[src/rtl/ckd_pkg.sv]
package ckd_pkg;
    // register map: byte-wide registers on a plain port
    localparam int ADDR_W = 4;
    localparam logic [3:0] OFF_CLK_CTRL = 4'h0; // system_clock_control
    localparam logic [3:0] OFF_STATUS = 4'h1; // reset cause, sleep, current divider
    localparam logic [3:0] OFF_WDT_CTRL = 4'h2; // watchdog enable, kick
    localparam logic [3:0] OFF_WDT_LO = 4'h3; // watchdog count low byte
    localparam logic [3:0] OFF_WDT_HI = 4'h4; // watchdog count high byte
    localparam logic [3:0] OFF_RCCAL = 4'h5; // fast rc oscillator calibration
    localparam logic [3:0] OFF_SLEEP = 4'h6; // deep sleep entry, wake
    // field positions in system_clock_control
    localparam int TICK_LSB = 3;
    localparam int CLK_LSB = 0;
    // reset values
    localparam logic [2:0] TICK_RST = 3'h1;
    localparam logic [2:0] CLK_RST = 3'h1;
    localparam logic [7:0] RCCAL_RST = 8'h80;
    localparam logic [14:0] WDT_CLR = 15'h0000;
    localparam logic [15:0] PC_RST = 16'h0000;
    // external data space retention window
    localparam logic [15:0] RET_LO = 16'hF000;
    localparam logic [15:0] RET_HI = 16'hFFFF;
    localparam logic [15:0] LOST_LO = 16'hFDA2;
    localparam logic [15:0] LOST_HI = 16'hFEFF;
    // reset cause codes
    typedef enum logic [1:0] {
        CKD_CAUSE_POR,
        CKD_CAUSE_PIN,
        CKD_CAUSE_WDT
    } ckd_cause_e;
    // power states
    typedef enum logic [1:0] {
        CKD_ACTIVE,
        CKD_SLEEP_LOW,
        CKD_SLEEP_LOWEST
    } ckd_pwr_e;
endpackage : ckd_pkg

[src/rtl/ckd_top.sv]
`timescale 1ns/10ps
// Notes on behaviour
// - both divider codes select reference divided by two to the code power
// - timers 1 to 4 share one tick enable pulse, not a gated clock
// - tick rate spans reference over 128 up to reference itself
// - external data 0xF000 to 0xFDA1 and 0xFF00 to 0xFFFF survives both deep sleep modes
// - external data 0xFDA2 to 0xFEFF is lost in deep sleep
// - registers keep values across deep sleep unless stated otherwise
// - entering deep sleep clears the watchdog counter to zero
// - waking from deep sleep restores the default rc calibration
// - reset comes from pin, power-on, brown-out or watchdog timeout
// - after reset the program counter starts at 0x0000
// - after reset pins are pulled-up inputs except two unpulled pins
// - after reset all registers take their defined reset values, except the cause register, which a watchdog reset leaves alone
// - after reset the watchdog stays disabled until software enables it
module ckd_top #(
    parameter int NUM_PINS = 8,
    parameter int UNPULLED_A = 0,
    parameter int UNPULLED_B = 1
) (
    // clock and reset
    input wire logic i_ref_clk,
    input wire logic i_rst_b,
    // reset sources
    input wire logic i_por,
    input wire logic i_brown_out,
    // register port
    input wire logic [ckd_pkg::ADDR_W-1:0] i_addr,
    input wire logic [7:0] i_wdata,
    input wire logic i_wr,
    input wire logic i_rd,
    output logic [7:0] o_rdata,
    // clock and tick outputs
    output logic o_sys_clk_en,
    output logic o_timer_tick,
    // reset outputs
    output logic o_core_rst_b,
    output logic [15:0] o_pc_reset_value,
    output logic [NUM_PINS-1:0] o_pin_pullup_en,
    output logic [NUM_PINS-1:0] o_pin_dir_out,
    // retention
    input wire logic [15:0] i_xaddr,
    output logic o_xaddr_retained,
    output logic o_deep_sleep,
    output logic [7:0] o_rc_cal
);
    // parameter sanity: both unpulled pins must be distinct places in the pin vector
    if (NUM_PINS < 2 || UNPULLED_A < 0 || UNPULLED_B < 0 || UNPULLED_A >= NUM_PINS
        || UNPULLED_B >= NUM_PINS || UNPULLED_A == UNPULLED_B) begin : g_bad_pins
        $error("ckd_top: bad pin parameters");
    end

    // reset release synchroniser, pin and power sources combined
    logic rst_src_b;
    logic rst_m_reg;
    logic rst_b_reg;
    logic wdt_fire;
    assign rst_src_b = i_rst_b & ~i_por & ~i_brown_out;
    always_ff @(posedge i_ref_clk or negedge rst_src_b) begin
        if (!rst_src_b) begin
            rst_m_reg <= 1'b0;
            rst_b_reg <= 1'b0;
        end else begin
            rst_m_reg <= 1'b1;
            rst_b_reg <= rst_m_reg;
        end
    end
    // watchdog timeout resets everything but the cause record; the pulse comes
    // from a flop so the cause register sees the timeout before the reset hits
    logic core_rst_b;
    logic wdt_rst_reg, wdt_rst_next;
    assign core_rst_b = rst_b_reg & ~wdt_rst_reg;

    // cause register survives watchdog resets only
    ckd_pkg::ckd_cause_e cause_reg, cause_next;
    logic por_seen_reg, por_seen_next;
    logic pwr_seen_reg, pwr_seen_next;
    logic pwr_rst_b;
    assign pwr_rst_b = ~i_por & ~i_brown_out;
    always_comb begin
        cause_next = cause_reg;
        por_seen_next = 1'b1;
        wdt_rst_next = wdt_fire;
        pwr_seen_next = pwr_seen_reg;
        // a pin held low inside a reset marks the pin as the latest source
        if (!rst_b_reg && !i_rst_b) begin
            pwr_seen_next = 1'b0;
        end
        if (!por_seen_reg) begin
            cause_next = pwr_seen_reg ? ckd_pkg::CKD_CAUSE_POR : ckd_pkg::CKD_CAUSE_PIN;
        end else if (wdt_fire) begin
            cause_next = ckd_pkg::CKD_CAUSE_WDT;
        end
    end
    always_ff @(posedge i_ref_clk or negedge rst_b_reg) begin
        if (!rst_b_reg) begin
            cause_reg <= ckd_pkg::CKD_CAUSE_POR;
            por_seen_reg <= 1'b0;
            wdt_rst_reg <= 1'b0;
        end else begin
            cause_reg <= cause_next;
            por_seen_reg <= por_seen_next;
            wdt_rst_reg <= wdt_rst_next;
        end
    end
    // power-on and brown-out leave their own mark, held while they last
    always_ff @(posedge i_ref_clk or negedge pwr_rst_b) begin
        if (!pwr_rst_b) begin
            pwr_seen_reg <= 1'b1;
        end else begin
            pwr_seen_reg <= pwr_seen_next;
        end
    end

    // control registers
    logic [2:0] tick_sel_reg, tick_sel_next;
    logic [2:0] clk_sel_reg, clk_sel_next;
    logic [2:0] clk_cur_reg, clk_cur_next;
    logic wdt_en_reg, wdt_en_next;
    logic [14:0] wdt_cnt_reg, wdt_cnt_next;
    logic [7:0] rc_cal_reg, rc_cal_next;
    ckd_pkg::ckd_pwr_e pwr_reg, pwr_next;
    logic [7:0] rdata_reg, rdata_next;
    logic [6:0] div_reg, div_next;
    logic wr_clk, wr_wdt, wr_cal, wr_sleep;
    assign wr_clk = i_wr && i_addr == ckd_pkg::OFF_CLK_CTRL;
    assign wr_wdt = i_wr && i_addr == ckd_pkg::OFF_WDT_CTRL;
    assign wr_cal = i_wr && i_addr == ckd_pkg::OFF_RCCAL;
    assign wr_sleep = i_wr && i_addr == ckd_pkg::OFF_SLEEP;
    assign wdt_fire = wdt_en_reg && (&wdt_cnt_reg);

    // divider period end for a power-of-two code
    function automatic logic div_hit(input logic [6:0] cnt, input logic [2:0] code);
        logic [6:0] mask;
        mask = 7'(({7'h00, 1'b1} << code) - 8'h01);
        return (cnt & mask) == mask;
    endfunction : div_hit

    always_comb begin
        tick_sel_next = tick_sel_reg;
        clk_sel_next = clk_sel_reg;
        clk_cur_next = clk_cur_reg;
        wdt_en_next = wdt_en_reg;
        wdt_cnt_next = wdt_cnt_reg;
        rc_cal_next = rc_cal_reg;
        pwr_next = pwr_reg;
        rdata_next = 8'h00;
        div_next = 7'(div_reg + 7'h01);
        if (wr_clk) begin
            tick_sel_next = i_wdata[ckd_pkg::TICK_LSB +: 3];
            clk_sel_next = i_wdata[ckd_pkg::CLK_LSB +: 3];
        end
        // new system divider applies at a period boundary of the old one
        if (div_hit(div_reg, clk_cur_reg)) begin
            clk_cur_next = clk_sel_reg;
        end
        if (wr_wdt) begin
            if (i_wdata[0]) begin
                wdt_en_next = 1'b1;
            end
            if (i_wdata[1]) begin
                wdt_cnt_next = ckd_pkg::WDT_CLR;
            end
        end else if (wdt_en_reg && pwr_reg == ckd_pkg::CKD_ACTIVE) begin
            wdt_cnt_next = 15'(wdt_cnt_reg + 15'h0001);
        end
        if (wr_cal) begin
            rc_cal_next = i_wdata;
        end
        // deep sleep entry and wake; other state is kept as is
        unique case (pwr_reg)
            ckd_pkg::CKD_ACTIVE: begin
                if (wr_sleep && i_wdata[1:0] != 2'h0) begin
                    pwr_next = i_wdata[0] ? ckd_pkg::CKD_SLEEP_LOW
                                          : ckd_pkg::CKD_SLEEP_LOWEST;
                    wdt_cnt_next = ckd_pkg::WDT_CLR;
                end
            end
            ckd_pkg::CKD_SLEEP_LOW, ckd_pkg::CKD_SLEEP_LOWEST: begin
                if (wr_sleep && i_wdata[1:0] == 2'h0) begin
                    pwr_next = ckd_pkg::CKD_ACTIVE;
                    rc_cal_next = ckd_pkg::RCCAL_RST;
                end
            end
            default: pwr_next = ckd_pkg::CKD_ACTIVE;
        endcase
        if (i_rd) begin
            unique case (i_addr)
                ckd_pkg::OFF_CLK_CTRL: rdata_next = {2'h0, tick_sel_reg, clk_sel_reg};
                ckd_pkg::OFF_STATUS: rdata_next = {pwr_reg, cause_reg, 1'b0, clk_cur_reg};
                ckd_pkg::OFF_WDT_CTRL: rdata_next = {7'h00, wdt_en_reg};
                ckd_pkg::OFF_WDT_LO: rdata_next = wdt_cnt_reg[7:0];
                ckd_pkg::OFF_WDT_HI: rdata_next = {1'b0, wdt_cnt_reg[14:8]};
                ckd_pkg::OFF_RCCAL: rdata_next = rc_cal_reg;
                ckd_pkg::OFF_SLEEP: rdata_next = {6'h00, pwr_reg};
                default: rdata_next = 8'h00;
            endcase
        end
    end

    // every register in this block takes its reset value on any reset source
    always_ff @(posedge i_ref_clk or negedge core_rst_b) begin
        if (!core_rst_b) begin
            tick_sel_reg <= ckd_pkg::TICK_RST;
            clk_sel_reg <= ckd_pkg::CLK_RST;
            clk_cur_reg <= ckd_pkg::CLK_RST;
            wdt_en_reg <= 1'b0;
            wdt_cnt_reg <= ckd_pkg::WDT_CLR;
            rc_cal_reg <= ckd_pkg::RCCAL_RST;
            pwr_reg <= ckd_pkg::CKD_ACTIVE;
            rdata_reg <= 8'h00;
            div_reg <= 7'h00;
        end else begin
            tick_sel_reg <= tick_sel_next;
            clk_sel_reg <= clk_sel_next;
            clk_cur_reg <= clk_cur_next;
            wdt_en_reg <= wdt_en_next;
            wdt_cnt_reg <= wdt_cnt_next;
            rc_cal_reg <= rc_cal_next;
            pwr_reg <= pwr_next;
            rdata_reg <= rdata_next;
            div_reg <= div_next;
        end
    end

    // tick and system clock enables: one cycle per divided period
    logic tick_reg, tick_next, sys_en_reg, sys_en_next;
    always_comb begin
        tick_next = div_hit(div_reg, tick_sel_reg);
        sys_en_next = div_hit(div_reg, clk_cur_reg);
    end
    always_ff @(posedge i_ref_clk or negedge core_rst_b) begin
        if (!core_rst_b) begin
            tick_reg <= 1'b0;
            sys_en_reg <= 1'b0;
        end else begin
            tick_reg <= tick_next;
            sys_en_reg <= sys_en_next;
        end
    end

    // reset state of pins and core
    logic [NUM_PINS-1:0] pull_mask;
    always_comb begin
        pull_mask = '1;
        pull_mask[UNPULLED_A] = 1'b0;
        pull_mask[UNPULLED_B] = 1'b0;
    end
    assign o_pin_pullup_en = pull_mask;
    assign o_pin_dir_out = '0;
    assign o_pc_reset_value = ckd_pkg::PC_RST;
    assign o_core_rst_b = core_rst_b;
    assign o_rdata = rdata_reg;
    assign o_timer_tick = tick_reg;
    assign o_sys_clk_en = sys_en_reg;
    assign o_rc_cal = rc_cal_reg;
    assign o_deep_sleep = pwr_reg != ckd_pkg::CKD_ACTIVE;
    // retained external data flag for the memory power switch
    assign o_xaddr_retained = i_xaddr >= ckd_pkg::RET_LO && i_xaddr <= ckd_pkg::RET_HI
        && !(i_xaddr >= ckd_pkg::LOST_LO && i_xaddr <= ckd_pkg::LOST_HI);
endmodule : ckd_top

[config.mk]
export PLATFORM = sky130hd
export DESIGN_NAME = ckd_top
export DESIGN_NICKNAME = d
export VERILOG_FILES = /design/src/rtl/ckd_pkg.sv /design/src/rtl/ckd_top.sv
export SDC_FILE = /design/constraint.sdc
export NUM_CORES = 1
export LEC_CHECK = 0
export ABC_AREA = 1
export BUFFER_PORTS_ARGS = -buffer_cell sky130_fd_sc_hd__buf_2
export CORE_MARGIN = 2
export CORE_UTILIZATION = 54
export DETAILED_ROUTE_END_ITERATION = 8
export PLACE_DENSITY_LB_ADDON = 0.08
export SLEW_MARGIN = 30
export SYNTH_ARGS = -nofsm -noshare
export SYNTH_HDL_FRONTEND = slang
export SYNTH_SLANG_ARGS = --single-unit
[constraint.sdc]
create_clock -name i_ref_clk -period 4.75 [get_ports i_ref_clk]
set_input_delay 0.475 -clock i_ref_clk [delete_from_list [all_inputs] [get_ports i_ref_clk]]
set_output_delay 0.475 -clock i_ref_clk [all_outputs]
set_load 0.005 [all_outputs]
==> results_dict.tcl, run 1 <==
set metrics [dict create \
    path_cells "inv_1 > nor2_4 > buf_4 > buf_2" \
    clock_sinks 59 \
    nets 587 \
    totalWireLength_mm 7.43 \
    place_ws_ns 2.79 \
    syn_inst 491 \
    drv_slew 0 \
    place_inst 615 \
    ys_ff_latch 59 \
    postRouteAntennaNets 0 \
    layout-drive-gt1-share 0.161 \
    tightest_slew_ns 0.676 \
    drc 0 \
    cp_num_buf_inv 3 \
    grt_max_degree 54 \
    crit_family "buffers and inverters" \
    root_buffer "clkbuf_8" \
    cp_slowest_cell "buf_4" \
    synth.distinct_cells 34 \
    crit_path_end_kind "output port" \
    syn_avg_cell_area_sq_um 7.15 \
    p_per_area_mw_per_mm2 394 \
    largest_reg_flops 15 \
    wire_per_inst_um 11.8 \
    startpoint_type "flip-flop" \
    fp.dieW_um 84.6 \
    slew_headroom 0.549 \
    cts_tree "built" \
    grt_overflow 0 \
    hp-class "flip-flop to asynchronous set/reset pin" \
    layout_common_cells "nand2_1 (149), inv_1 (71), nor2_1 (56)" \
    cp-startpoint "rst_b_reg" \
    grt_usage 0.219 \
    areaGrowthSynthToFinish_pct 12.9 \
    fin_crit_ns 2.26 \
    core_sq_mm 0.00631 \
    num_io_pins 87 \
    skew_ns 0.00997 \
    clockBufferDepth 2 \
    multiInputGateArea_sq_mm 0.00159 \
    clk_pin_slew_ns 0.08 \
    irDropWorstVdd_v 0.000229 \
    fin_cells 631 \
    gp_congestion 0.818 \
    power.leakage_nw 2.37 \
    cts_hold_buf 0 \
    r2r-start "pwr_reg[1]" \
    antenna_found_initial 0 \
    fin_crit_sh 0.475 \
    dpl.hpwl_mm 5.54 \
    worst_slack_ns 2.49 \
    worstPathArrival_ns 1.78 \
    cts_resized 0 \
    worstPathMaxFanout 53 \
    start_util 0.556 \
    fmax_ghz 0.443 \
    fin_tns_setup_ns 0 \
    die_height_um 84.6 \
    grt_pass1_vias 2690 \
    clock_latency_ns 0.34 \
    maxCapViolCount 0 \
    post-cts-setup-buffers 0 \
    final.fill_count 583 \
    rsz0062_at_grt "false" \
    hold_viol 0 \
    setup_viol 0 \
    register_area_sq_mm 0.00148 \
    port_buffers 53 \
    yosysSeqAreaShare 0.422 \
    die-area_sq_mm 0.00716 \
    grt_pass1_wl_mm 12.5 \
    layout_commonest_cell "nand2_1" \
    cpPeakStageDelay_ns 0.54 \
    synth.cell_area_sq_mm 0.00351 \
    numCtsBuffers 9 \
    routed-via-count 3019 \
    hold_slack_ns 0.0858 \
    avgViaCountPerCell 4.78 \
    std_cell_rows 29 \
    status "finished, final reports clean" \
    crit_type "flip-flop to output port" \
    drt-initial-drc-count 136 \
    htree_levels 3 \
    dr.pass1.iters 4 \
    diodes 0 \
    cp.required_ns 4.28 \
    yosysWarnings 0 \
]
==> kinds of logic after synthesis <==
family / synth area share
simple gates: 0.304
buf+inv: 0.162
flops: 0.422
compound gates: 0.0802
xor+xnor: 0.0150
fa+ha+maj: 0.0143
other cells: 0.00214
==> area by class of cell <==
cell class / count / area share
clock buffer: 9 / 0.0312
multi-input combinational: 351 / 0.400
timing repair buffer: 54 / 0.0688
inverter: 74 / 0.0701
clock inverter: 7 / 0.0316
tap: 77 / 0.0243
sequential: 59 / 0.374
==> cell usage after synthesis <==
| library cell | instances | share of area |
|---|---|---|
| a31oi_1 | 3 | 0.0053 |
| inv_2 | 3 | 0.0032 |
| nor2_4 | 1 | 0.0032 |
| or2_1 | 1 | 0.0018 |
| nor2_1 | 57 | 0.061 |
| buf_6 | 1 | 0.0032 |
| nand3_1 | 30 | 0.043 |
| clkbuf_8 | 1 | 0.0039 |
| nand4_2 | 1 | 0.0036 |
| o211ai_1 | 2 | 0.0043 |
| ha_1 | 4 | 0.014 |
| a21oi_1 | 11 | 0.016 |
| o2bb2ai_1 | 1 | 0.0025 |
| xnor2_1 | 1 | 0.0025 |
| o21ai_0 | 24 | 0.034 |
| o21a_1 | 3 | 0.0064 |
| o21ai_1 | 4 | 0.0057 |
| nand2_2 | 3 | 0.0053 |
| buf_4 | 33 | 0.071 |
| o21bai_1 | 2 | 0.0043 |
| conb_1 | 2 | 0.0021 |
| inv_1 | 71 | 0.076 |
| buf_2 | 4 | 0.0057 |
| dfstp_2 | 5 | 0.037 |
| nand4_1 | 4 | 0.0071 |
| nand2_1 | 149 | 0.16 |
| nor2_2 | 3 | 0.0053 |
| nor3b_1 | 2 | 0.0043 |
| dfrtp_1 | 54 | 0.38 |
| o22ai_1 | 1 | 0.0018 |
| nor3_1 | 3 | 0.0043 |
| nand2_4 | 1 | 0.0032 |
| nand3_2 | 1 | 0.0029 |
| xor2_1 | 5 | 0.012 |
==> routing by layer <==
layer  global-route usage  routed length, um  share of wire
met1                0.305               3680           0.49
met2                0.344               3320           0.45
met3               0.0472                358          0.048
met4               0.0693                 75          0.010
met5                    0                  0              0
==> per-stage QoR <==
step / util / area [sq um] / total power, W
6_report: 0.628 / 3970 / 0.00156
5_1_grt: 0.628 / 3970 / 0.00166
4_1_cts: 0.628 / 3970 / 0.00157
3_5_place_dp: 0.589 / 3720 / 0.000994
3_3_place_gp: 0.589 / 3720 / 0.000987
2_1_floorplan: - / 3630 / 0.000908
==> report_power, final <==
group | internal, W | leakage [nW] | switching, W
sequential | 0.000577 | 0.742 | 0.0000741
clock | 0.000353 | 0.124 | 0.000220
combinational | 0.000134 | 1.50 | 0.000206
==> final timing paths <==
kind / slack (ns) / cells after the start / to
setup / recovery: 2.49 / 4 / o_core_rst_b
hold / removal: 0.09 / 0 / wdt_rst_reg
setup reg to reg: 3.09 / 9 / wdt_cnt_reg[14]
hold reg to reg: 0.09 / 0 / wdt_rst_reg
max in group asynchronous: 3.60 / 3 / wdt_cnt_reg[2]
min in group i_ref_clk: 0.34 / 2 / pwr_seen_reg
(Power assumes the default switching activity.)
==> run 2, diff against run 1 <==
--- a/config.mk
+++ b/config.mk
@@ -5,7 +5,7 @@
 export SDC_FILE = /design/constraint.sdc
 export NUM_CORES = 1
 export LEC_CHECK = 0
-export ABC_AREA = 1
+export ABC_AREA = 0
 export BUFFER_PORTS_ARGS = -buffer_cell sky130_fd_sc_hd__buf_2
 export CORE_MARGIN = 2
 export CORE_UTILIZATION = 54
==> constraint.sdc (replaced) <==
create_clock -name i_ref_clk -period 2.25 [get_ports i_ref_clk]
set_input_delay 0.225 -clock i_ref_clk [delete_from_list [all_inputs] [get_ports i_ref_clk]]
set_output_delay 0.225 -clock i_ref_clk [all_outputs]
set_load 0.005 [all_outputs]
==> run 2 against run 1 <==
Against the previous run: setup slack got worse by 2.3 ns; clock power increased by 61%; synthesized area decreased by 1.7%; largest cell class unchanged.
==> results_dict.tcl, run 2 <==
set metrics [dict create \
    status "finished, final reports clean" \
    diodes 0 \
    yosys.area_share.simple 0.182 \
    skew_ns 0.0131 \
    clk_pin_slew_ns 0.08 \
    synth_common_cells "dfrtp_1 (54), buf_4 (33), nor2_1 (22), nand2_1 (20), a21oi_1 (19)" \
    cp.depth 6 \
    post_synth_main_area_contributors "dfrtp_1 (39%), buf_4 (7.2%), mux2i_1 (4.4%)" \
    async_flop_share 1.00 \
    wire_per_inst_um 16.0 \
    r2r-start "tick_sel_reg[0]" \
    drv_slew 0 \
    hold_viol 0 \
    p_per_area_mw_per_mm2 865 \
    yosysWarnings 0 \
    drc 0 \
    netlist.area_leader.share 0.392 \
    port_buffers 53 \
    setup_viol 0 \
    antenna_found_initial 0 \
    postRouteAntennaNets 0 \
    fp.dieW_um 83.9 \
    clock_latency_ns 0.35 \
    power.leakage_nw 1.82 \
    htree_levels 3 \
    synth.cell_area_sq_mm 0.00345 \
    worstPathArrival_ns 2.23 \
    startpoint_type "flip-flop" \
    yosysSeqAreaShare 0.430 \
    cp.required_ns 2.47 \
    synth.distinct_cells 66 \
    layout-drive-gt1-share 0.260 \
    avgViaCountPerCell 5.69 \
    irDropWorstVdd_v 0.000699 \
    syn_inst 344 \
    dr.pass1.iters 4 \
    synthFlopType "dfrtp_1" \
    grt_overflow 0 \
    finalPower_w 0.00339 \
    fin_crit_ns 2.01 \
    totalWireLength_mm 7.80 \
    cpPeakStageDelay_ns 0.61 \
    numCtsBuffers 9 \
    synth_most_common_cell "dfrtp_1" \
    crit_type "flip-flop to flip-flop" \
    cp_num_buf_inv 0 \
    synth_largest_area_cell "dfrtp_1" \
    r2r_cells 6 \
    gp_congestion 0.855 \
    worstReg2RegEnd "o_timer_tick" \
    ff2ff_setup_slack_ns 0.24 \
    path_cells "or3_1 > ha_1 > nor4bb_1 > o21ai_0 > o2111a_1 > a2111oi_0" \
    fin_tns_setup_ns 0 \
    synth_top_family_by_area "simple AND/OR/NAND/NOR gates" \
    hp-class "flip-flop to asynchronous set/reset pin" \
    nets 444 \
    crit_path_end_kind "flip-flop" \
    dpl.hpwl_mm 5.66 \
    layout_commonest_cell "dfrtp_1" \
    post-cts-setup-buffers 0 \
    grt_max_degree 38 \
    drt-initial-drc-count 159 \
    routed-via-count 2778 \
    areaGrowthSynthToFinish_pct 13.5 \
    synth-edff-count 0 \
    synthXorXnorAreaFrac 0.0178 \
    die-area_sq_mm 0.00705 \
    root_buffer "clkbuf_8" \
    synth-compound-area-share 0.165 \
    cp_slowest_cell "dfstp_2" \
    num_io_pins 87 \
    layout_common_cells "dfrtp_1 (54), buf_2 (53), conb_1 (34)" \
    cts_tree "built" \
    die_height_um 83.9 \
    rsz0062_at_grt "false" \
    grt_pass1_wl_mm 13.0 \
    clockBufferDepth 2 \
    syn_avg_cell_area_sq_um 10.0 \
    largest_reg_flops 15 \
    grt_pass1_vias 2595 \
    tightest_slew_ns 0.540 \
    crit_family "flip-flops" \
    synth_mux_area_frac 0.0827 \
    slew_headroom 0.639 \
    maxCapViolCount 0 \
    ys_ff_latch 59 \
    start_util 0.550 \
    synth_fa_ha_area_frac 0.0145 \
    fmax_ghz 0.499 \
    core_sq_mm 0.00628 \
    clock_sinks 59 \
    fin_crit_sh 0.891 \
    worstPathMaxFanout 8 \
    std_cell_rows 29 \
    grt_usage 0.237 \
]
-- run 2: cell count changes after synthesis, moves of 14 or more --
cell	change
o21ai_0	-14
nor2_1	-35
nand3_1	-21
inv_1	-60
nand2_1	-129
mux2i_1	+15
-- run 2: cell type report --
cell class / count / area, sq um
Inverter: 11 / 41.3
Fill cell: 536 / 2360
Timing Repair Buffer: 67 / 380
Clock inverter: 6 / 48.8
Tap cell: 77 / 96.3
Sequential cell: 59 / 1480
Clock buffer: 10 / 138
Multi-Input combinational cell: 258 / 1730
-- run 2: worst max-delay path by stage --
stage	from	to	slack [ns]
after global routing	tick_sel_reg[0]	o_timer_tick	0.005
after CTS	tick_sel_reg[0]	o_timer_tick	0.18
after floorplan	tick_sel_reg[0]	o_timer_tick	0.32
after detailed placement	tick_sel_reg[0]	o_timer_tick	0.18
final	tick_sel_reg[0]	o_timer_tick	0.24
after global placement	tick_sel_reg[0]	o_timer_tick	0.26
-- run 2: metrics by stage --
step	area, sq um	hold slack (ns)	util	cells	worst slack [ns]
final	3920	0.0833	0.624	488	0.244
after detailed placement	3690	0.0812	0.588	468	0.175
after global routing	3920	0.110	0.624	488	0.00527
after CTS	3920	0.0914	0.624	488	0.179
after global placement	3690	0.0850	0.588	468	0.256
after floorplan	3580	0.0312	-	376	0.325
-- run 2: cells by family after synthesis --
logic type,Yosys count
AND/OR/NAND/NOR,111
flip-flops,59
other,2
buffers and inverters,59
adder cells (fa/ha/maj),4
multiplexers,24
AO/OA/AOI/OAI,78
XOR/XNOR,7
-- run 2: routing by layer --
layer  part of all wire  vias to the layer above  GRT usage
met4              0.020                        0     0.0924
li1                   -                     1325          -
met3              0.057                       12     0.0574
met2               0.48                       84      0.373
met1               0.44                     1357      0.316
met5                  0                        -          0
-- run 2: where the power goes --
part / internal, W / total (W) / switching, W
Combinational: 0.000456 / 0.000981 / 0.000524
Sequential: 0.00126 / 0.00149 / 0.000223
Clock: 0.000438 / 0.000921 / 0.000483
-- run 2: repair_timing --
| action | 4_1_cts | 5_1_grt |
|---|---|---|
| endpoints found under the hold margin | 3 | 0 |
| hold buffers | 4 | 0 |
| gates resized for setup | 0 | 0 |
| endpoints found under the setup margin | 0 | 0 |
